`config.mk`:
```
export PLATFORM = sky130hd
export DESIGN_NAME = fbbb_bridge
export DESIGN_NICKNAME = d
export VERILOG_FILES = /design/src/rtl/fbbb_pkg.sv /design/src/rtl/fbbb_bridge.sv
export SDC_FILE = /design/constraint.sdc
export NUM_CORES = 1
export LEC_CHECK = 0
export BUFFER_PORTS_ARGS = -buffer_cell sky130_fd_sc_hd__buf_4
export CORE_MARGIN = 8
export CORE_UTILIZATION = 48
export DETAILED_ROUTE_END_ITERATION = 6
export PLACE_DENSITY = 0.73
export SLEW_MARGIN = 20
export SYNTH_ARGS = -nofsm -noshare
export SYNTH_HDL_FRONTEND = slang
export SYNTH_SLANG_ARGS = --single-unit
```
`constraint.sdc`:
```
create_clock -name sys_clk_i -period 1.9 [get_ports sys_clk_i]
set_clock_uncertainty 0.2 [all_clocks]
set_input_delay 0.095 -clock sys_clk_i [delete_from_list [all_inputs] [get_ports sys_clk_i]]
set_output_delay 0.095 -clock sys_clk_i [all_outputs]
set_load 0.005 [all_outputs]
```
`src/rtl/fbbb_pkg.sv`:
```
// Shared constants and types for the flash burst bus bridge
package fbbb_pkg;

	// ---------------------------------------------------------------
	// Widths and reset values
	// ---------------------------------------------------------------
	localparam int CNT_W = 2;
	localparam logic [CNT_W-1:0] CNT_RST = 2'h0;
	localparam logic [CNT_W-1:0] CNT_STEP = 2'h1;
	// Address-valid stays low this many extra clocks in fast mode (N=2..5)
	localparam logic [CNT_W-1:0] ADV_BURST_LAST = 2'h3;
	localparam logic [CNT_W-1:0] ADV_CNT_RST = 2'h0;

	// ---------------------------------------------------------------
	// Flash latency settings the bridge is timed for
	// ---------------------------------------------------------------
	localparam int LAT_DEFAULT = 4;
	localparam int LAT_FAST = 2;
	localparam int DATA_CYCLE_DEFAULT = 7;
	localparam int DATA_CYCLE_FAST = 5;

	// ---------------------------------------------------------------
	// Access controller states, Gray along the default read path and the fast write loop
	// ---------------------------------------------------------------
	typedef enum logic [3:0] {
		ST_IDLE = 4'h0,
		ST_RD_LOAD = 4'h1,
		ST_RD_ADV = 4'h3,
		ST_RD_HOLD = 4'h2,
		ST_WR_LOAD = 4'h6,
		ST_WR_PULSE = 4'h7,
		ST_WR_GAP = 4'h5,
		ST_WR_TAIL = 4'h4,
		ST_WR_HOLD = 4'hC
	} fbbb_state_t;

	// ---------------------------------------------------------------
	// Chip-select tracker states
	// ---------------------------------------------------------------
	typedef enum logic [1:0] {
		CS_OFF = 2'h0,
		CS_ON = 2'h1,
		CS_EXTRA = 2'h3
	} fbbb_cs_t;

endpackage

```
`src/rtl/fbbb_bridge.sv`:
```
// Flash burst bus bridge: access controller, burst counter, chip-select tracker
//
// Summary of operation
// - Read starts on strobe; counter loads A3:2.
// - Address-valid at N=2; idle if unselected.
// - Default mode: one address-valid, then hold.
// - Output enable falls on negedge after N=2.
// - Default latency four: data valid at N=7.
// - Clock after last: idle, output enable off.
// - Fast mode: four addresses latched N=2..5.
// - Fast latency two: first data at N=5.
// - Strobe right after last re-enters read.
// - Chip select held until last without strobe.
// - Pipelined flash access holds select until next last.
// - Chip select held one extra clock after last.
// - Write starts on strobe; counter loads A3:2.
// - Write strobe negedge after N=1, two clocks.
// - Default write waits for last, then idle.
// - Fast write: increment at N=4, strobe again.
// - Counter on rising edges, write strobe falling.
// - Fast mode low after reset until configured.
// - Counter drives low flash address bits.
// - Address-valid tells flash to latch address.
`timescale 1ns/1ps
`default_nettype none

module fbbb_bridge (
	input wire logic sys_clk_i,
	input wire logic rst_n_i,
	input wire logic address_strobe_n_i,
	input wire logic burst_last_n_i,
	input wire logic write_not_read_i,
	input wire logic flash_hit_i,
	input wire logic [fbbb_pkg::CNT_W-1:0] addr_low_i,
	input wire logic fast_mode_i,
	output logic address_valid_n_o,
	output logic output_enable_n_o,
	output logic write_enable_n_o,
	output logic [fbbb_pkg::CNT_W-1:0] burst_low_count_o,
	output logic chip_select_n_o
);

	// ---------------------------------------------------------------
	// Helpers
	// ---------------------------------------------------------------
	function automatic logic [fbbb_pkg::CNT_W-1:0] cnt_inc(
		input logic [fbbb_pkg::CNT_W-1:0] v
	);
		// Natural overflow keeps the burst inside its four-word group
		cnt_inc = v + fbbb_pkg::CNT_STEP;
	endfunction

	function automatic logic new_access(input logic ads_n, input logic hit);
		new_access = !ads_n && hit;
	endfunction

	// ---------------------------------------------------------------
	// State
	// ---------------------------------------------------------------
	fbbb_pkg::fbbb_state_t state_r;
	fbbb_pkg::fbbb_state_t state_nxt;
	logic [fbbb_pkg::CNT_W-1:0] cnt_r;
	logic [fbbb_pkg::CNT_W-1:0] cnt_nxt;
	logic [fbbb_pkg::CNT_W-1:0] adv_cnt_r;
	logic [fbbb_pkg::CNT_W-1:0] adv_cnt_nxt;
	logic burst_last_n_seen_r;
	logic burst_last_n_seen_nxt;
	fbbb_pkg::fbbb_cs_t cs_r;
	fbbb_pkg::fbbb_cs_t cs_nxt;
	logic oe_n_r;
	logic oe_n_nxt;
	logic we_n_r;
	logic we_n_nxt;
	logic cs_active;
	logic ads;
	logic burst_last_n;

	assign ads = !address_strobe_n_i;
	assign burst_last_n = !burst_last_n_i;
	assign cs_active = (cs_r != fbbb_pkg::CS_OFF);

	// ---------------------------------------------------------------
	// Access controller and burst counter
	// ---------------------------------------------------------------
	// fast_mode_i is expected low from reset until both ends are
	// configured; the controller simply follows its level.
	always_comb begin
		state_nxt = state_r;
		cnt_nxt = cnt_r;
		adv_cnt_nxt = adv_cnt_r;
		burst_last_n_seen_nxt = burst_last_n_seen_r;
		unique case (state_r)
			fbbb_pkg::ST_IDLE: begin
				// A strobe right after the last transfer lands here and
				// starts the next access without delay
				if (ads) begin
					cnt_nxt = addr_low_i;
					burst_last_n_seen_nxt = 1'b0;
					if (write_not_read_i) begin
						state_nxt = fbbb_pkg::ST_WR_LOAD;
					end else begin
						state_nxt = fbbb_pkg::ST_RD_LOAD;
					end
				end
			end
			fbbb_pkg::ST_RD_LOAD: begin
				adv_cnt_nxt = fbbb_pkg::ADV_CNT_RST;
				if (cs_active) begin
					state_nxt = fbbb_pkg::ST_RD_ADV;
				end else begin
					state_nxt = fbbb_pkg::ST_IDLE;
				end
			end
			fbbb_pkg::ST_RD_ADV: begin
				if (fast_mode_i && adv_cnt_r != fbbb_pkg::ADV_BURST_LAST) begin
					// Counter runs ahead so the flash never waits for an address
					cnt_nxt = cnt_inc(cnt_r);
					adv_cnt_nxt = cnt_inc(adv_cnt_r);
				end else if (burst_last_n) begin
					// A single-word fast read ends with the first data word
					state_nxt = fbbb_pkg::ST_IDLE;
				end else begin
					state_nxt = fbbb_pkg::ST_RD_HOLD;
				end
			end
			fbbb_pkg::ST_RD_HOLD: begin
				// Flash keeps driving data until the last transfer
				if (burst_last_n) begin
					state_nxt = fbbb_pkg::ST_IDLE;
				end
			end
			fbbb_pkg::ST_WR_LOAD: begin
				if (burst_last_n) begin
					burst_last_n_seen_nxt = 1'b1;
				end
				state_nxt = fbbb_pkg::ST_WR_PULSE;
			end
			fbbb_pkg::ST_WR_PULSE: begin
				if (burst_last_n) begin
					burst_last_n_seen_nxt = 1'b1;
				end
				state_nxt = fbbb_pkg::ST_WR_GAP;
			end
			fbbb_pkg::ST_WR_GAP: begin
				if (burst_last_n) begin
					burst_last_n_seen_nxt = 1'b1;
				end
				if (fast_mode_i) begin
					state_nxt = fbbb_pkg::ST_WR_TAIL;
				end else begin
					state_nxt = fbbb_pkg::ST_WR_HOLD;
				end
			end
			fbbb_pkg::ST_WR_TAIL: begin
				// N=4: first write done; next data follows from the processor
				if (burst_last_n || burst_last_n_seen_r) begin
					state_nxt = fbbb_pkg::ST_IDLE;
				end else begin
					cnt_nxt = cnt_inc(cnt_r);
					state_nxt = fbbb_pkg::ST_WR_LOAD;
				end
			end
			fbbb_pkg::ST_WR_HOLD: begin
				if (burst_last_n || burst_last_n_seen_r) begin
					state_nxt = fbbb_pkg::ST_IDLE;
				end
			end
			default: begin
				state_nxt = fbbb_pkg::ST_IDLE;
			end
		endcase
	end

	// Counter changes only on rising edges, well ahead of the write
	// strobe's falling-edge transition
	always_ff @(posedge sys_clk_i or negedge rst_n_i) begin
		if (!rst_n_i) begin
			state_r <= fbbb_pkg::ST_IDLE;
			cnt_r <= fbbb_pkg::CNT_RST;
			adv_cnt_r <= fbbb_pkg::ADV_CNT_RST;
			burst_last_n_seen_r <= 1'b0;
		end else begin
			state_r <= state_nxt;
			cnt_r <= cnt_nxt;
			adv_cnt_r <= adv_cnt_nxt;
			burst_last_n_seen_r <= burst_last_n_seen_nxt;
		end
	end

	// ---------------------------------------------------------------
	// Falling-edge strobes
	// ---------------------------------------------------------------
	// Half a clock of extra setup for the flash; both strobes sample the
	// rising-edge state, so they lag it by half a period
	always_comb begin
		oe_n_nxt = !(state_r == fbbb_pkg::ST_RD_ADV || state_r == fbbb_pkg::ST_RD_HOLD);
		we_n_nxt = !(state_r == fbbb_pkg::ST_WR_LOAD || state_r == fbbb_pkg::ST_WR_PULSE);
	end

	always_ff @(negedge sys_clk_i or negedge rst_n_i) begin
		if (!rst_n_i) begin
			oe_n_r <= 1'b1;
			we_n_r <= 1'b1;
		end else begin
			oe_n_r <= oe_n_nxt;
			we_n_r <= we_n_nxt;
		end
	end

	// ---------------------------------------------------------------
	// Chip-select tracker
	// ---------------------------------------------------------------
	always_comb begin
		cs_nxt = cs_r;
		unique case (cs_r)
			fbbb_pkg::CS_OFF: begin
				if (new_access(address_strobe_n_i, flash_hit_i)) begin
					cs_nxt = fbbb_pkg::CS_ON;
				end
			end
			fbbb_pkg::CS_ON: begin
				if (burst_last_n && !ads) begin
					cs_nxt = fbbb_pkg::CS_EXTRA;
				end else if (burst_last_n && ads) begin
					// Pipelined access: stay on only if it is ours again
					if (flash_hit_i) begin
						cs_nxt = fbbb_pkg::CS_ON;
					end else begin
						cs_nxt = fbbb_pkg::CS_EXTRA;
					end
				end
			end
			fbbb_pkg::CS_EXTRA: begin
				// Flash drops data with select, so hold it one clock longer
				if (new_access(address_strobe_n_i, flash_hit_i)) begin
					cs_nxt = fbbb_pkg::CS_ON;
				end else begin
					cs_nxt = fbbb_pkg::CS_OFF;
				end
			end
			default: begin
				cs_nxt = fbbb_pkg::CS_OFF;
			end
		endcase
	end

	always_ff @(posedge sys_clk_i or negedge rst_n_i) begin
		if (!rst_n_i) begin
			cs_r <= fbbb_pkg::CS_OFF;
		end else begin
			cs_r <= cs_nxt;
		end
	end

	// ---------------------------------------------------------------
	// Outputs
	// ---------------------------------------------------------------
	assign address_valid_n_o = (state_r != fbbb_pkg::ST_RD_ADV);
	assign output_enable_n_o = oe_n_r;
	assign write_enable_n_o = we_n_r;
	assign burst_low_count_o = cnt_r;
	assign chip_select_n_o = !cs_active;

endmodule

`default_nettype wire

```
==> impl_metrics.csv <==
group,metric,value,unit
sta,post-route-worst-setup-slack,-0.278,ns
final_layout,diodes,0,
worst_setup_path,crit_path_top_delay_cell,"dfstp_2",
worst_setup_path,path_buf_inv,1,
sta,worst_pin_slew,0.319,ns
synth,yosys-top-cells-area,"dfrtp_1, dfstp_2, nand3b_1, o21ai_0, inv_1",
drt,wl,2.12,mm
synth,synth_cell_types,40,
min_path,hp-start,"flash_hit_i",
drt,drt_iter0_drc,13,
grt,grt_pass1_vias,783,
grt,grt_remaining_overflow,0,
pwr,p_leak,0.577,nW
final_layout,area_delta_synth_final,51.7,%
placed_design,gp_congestion,0.920,
drt,avgViaCountPerCell,5.49,
worst_setup_path,r2r-start,"state_r[1]",
synth,syn-num-nets,96,
synth,yosysMostFrequentCell,"dfrtp_1",
clocking,clk_path_buf_depth,2,
grt,grt_pass1_wl,3.56,mm
synth,synth_warnings,0,
worst_setup_path,startpoint_type,"flip-flop",
outcome,status,"complete, but fails checks",
drt,routedWlPerCell,14.7,µm
drt,drcViolationCount,0,
clocking,clkTransAtPathRegs,0.08,ns
worst_setup_path,worst-setup-path-type,"flip-flop to output pin",
worst_setup_path,cp-end-kind,"output pin",
drt,ant_nets,0,
drt,dr_total_vias,791,
synth,ys_dominant_reg_cell,"dfrtp_1",
outcome,violations,"negative setup slack",
job,drv_cap,0,
clocking,root_buffer,"clkbuf_4",
clocking,clock_latency,0.28,ns
final_layout,final_util,0.745,
clocking,htree_levels,1,
grt,grt_max_degree,11,
grt,antenna_found_initial,0,
final_layout,seq_area,329,µm²
die,row_count,15,
clocking,cts-buffers-inserted,3,
worst_setup_path,critPathTopFamily,"flip-flops",
synth,synth_top_area_frac,0.335,
final_layout,finalNetCount,138,
worst_setup_path,crit_required,1.60,ns
placed_design,dp_hpwl,1.48,mm
final_layout,multi_input_area,485,µm²
min_path,holdPathEnd,"cs_r[0]",
die,die_area,3290,µm²
sta,hold_viol,0,
synth,synth-edff-count,0,
synth,netlist_area,821,µm²
die,die_h,57.4,µm
die,die_x,57.4,µm
die,core-area,1670,µm²
worst_setup_path,reg2reg_to,"write_enable_n_o",
worst_setup_path,path_max_fanout,1,
sta,relSlewSlack,0.786,
sta,holdWs,0.0660,ns
final_layout,drive_gt1_frac,0.394,
synth,syn_avg_cell_area,9.54,µm²
worst_setup_path,arrival,1.88,ns
pwr,ir_drop,0.790,mV
clocking,tritoncts,"yes",
sta,drv_slew,0,
grt,track_usage,0.138,
synth,synth_largest_area_cell,"dfrtp_1",
worst_setup_path,slowest_delay,0.52,ns
pwr,powerDensity,1270,nW/µm²
die,io_pins,15,
synth,ys_async_sr_fraction,1.00,
placed_design,port_buffers,14,
min_path,whs_path_depth,3,
worst_setup_path,ff2ff_path_depth,3,
final_layout,nFillCells,115,
synth,synth_seq_cells,13,
synth,ys_top_cells_by_count,"dfrtp_1, inv_1, nor2_1",
worst_setup_path,r2r_slack,-0.01,ns
clocking,clock-sinks,13,
sta,setup_violations,3,
sta,rsz0062_at_grt,"yes",
synth,syn_inst,86,
worst_setup_path,cp_cell_sequence,"buf_6",
drt,first_pass_iters,5,
min_path,hp-class,"input port to flip-flop",
synth,ys_seq_area_frac,0.399,
die,initial_core_util,0.491,
-- registers in the layout, indices dropped and copies added, names as in the netlist --
signal and flops:
write_enable_n_o 1, cs_r 2, burst_last_n_seen_r 1, state_r 4, output_enable_n_o 1, adv_cnt_r 2
burst_low_count_o 2
-- worst reg2reg max path: cells and delay by family (launching register included) --
family	cells	cell delay (ns)
flops	1	0.44
simple gates	2	0.18
buf+inv	1	0.13
-- metrics by stage --
stage | instances | TNS, ns | instance area [µm²] | power (mW) | setup WS, ns
after floorplan | 86 | -0.0658 | 838 | 0.967 | -0.0361
after global placement | 125 | -0.0958 | 1020 | 1.21 | -0.0408
after detailed placement | 125 | -0.159 | 1020 | 1.22 | -0.0777
after CTS | 142 | -0.619 | 1210 | 1.52 | -0.289
after global routing | 144 | -0.722 | 1240 | 1.69 | -0.318
final | 144 | -0.559 | 1240 | 1.58 | -0.278
-- where the power goes --
| part | internal, mW | total [mW] | switching (mW) |
|---|---|---|---|
| Combinational | 0.534 | 0.931 | 0.398 |
| Clock | 0.0869 | 0.187 | 0.100 |
| Sequential | 0.381 | 0.462 | 0.0810 |
| Total | 1.00 | 1.58 | 0.579 |
-- cell usage in the layout (no fill, tap or decap), types with 3 or more instances in the layout --
master	instances
dlygate4sd3_1	9
clkbuf_4	3
a21o_1	3
inv_1	9
nand2_1	4
nand3b_1	5
buf_6	7
buf_4	24
nor2_1	6
dfrtp_1	10
o21ai_0	6
-- layer usage --
layer / vias to the layer above / track usage / wire length [µm]
met5: - / 0 / 0
li1: 398 / - / -
met2: 14 / 0.212 / 1000
met1: 375 / 0.177 / 1000
met3: 4 / 0.0247 / 76
met4: 0 / 0.0786 / 34
-- kinds of logic (layout without fill, tap and decap cells) --
group	after synthesis	after routing	share of synthesized area
AO/OA/AOI/OAI	25	25	0.245
adder cells (fa/ha/maj)	2	2	0.0274
buffers and inverters	12	53	0.0640
flip-flops	13	13	0.399
multiplexers	2	2	0.0259
AND/OR/NAND/NOR	32	32	0.238
-- area by class of cell --
| class | instances | share of cell area |
|---|---|---|
| clock buffer | 4 | 0.0211 |
| clock inverter | 2 | 0.00603 |
| inverter | 7 | 0.0211 |
| multi-input combinational | 61 | 0.390 |
| sequential | 13 | 0.264 |
| tap | 17 | 0.0171 |
| timing repair buffer | 40 | 0.280 |
-- how the worst max path moves through the flow --
stage	cells past startpoint	endpoint	slack [ns]	start
2_1_floorplan	3	write_enable_n_o	-0.04	state_r[2]
3_3_place_gp	4	burst_low_count_o[1]	-0.04	state_r[1]
3_5_place_dp	4	burst_low_count_o[1]	-0.08	state_r[1]
4_1_cts	1	output_enable_n_o	-0.29	output_enable_n_o
5_1_grt	1	output_enable_n_o	-0.32	output_enable_n_o
6_report	1	output_enable_n_o	-0.28	output_enable_n_o
-- what timing repair did --
action                                 CTS  global route
buffers inserted                         3             2
resized for setup                       11             6
endpoints found under the hold margin   17             0
hold buffers                             9             0
setup endpoints to repair                5             7
pin swaps                                4             8
Power figures use the tool's default switching activity.
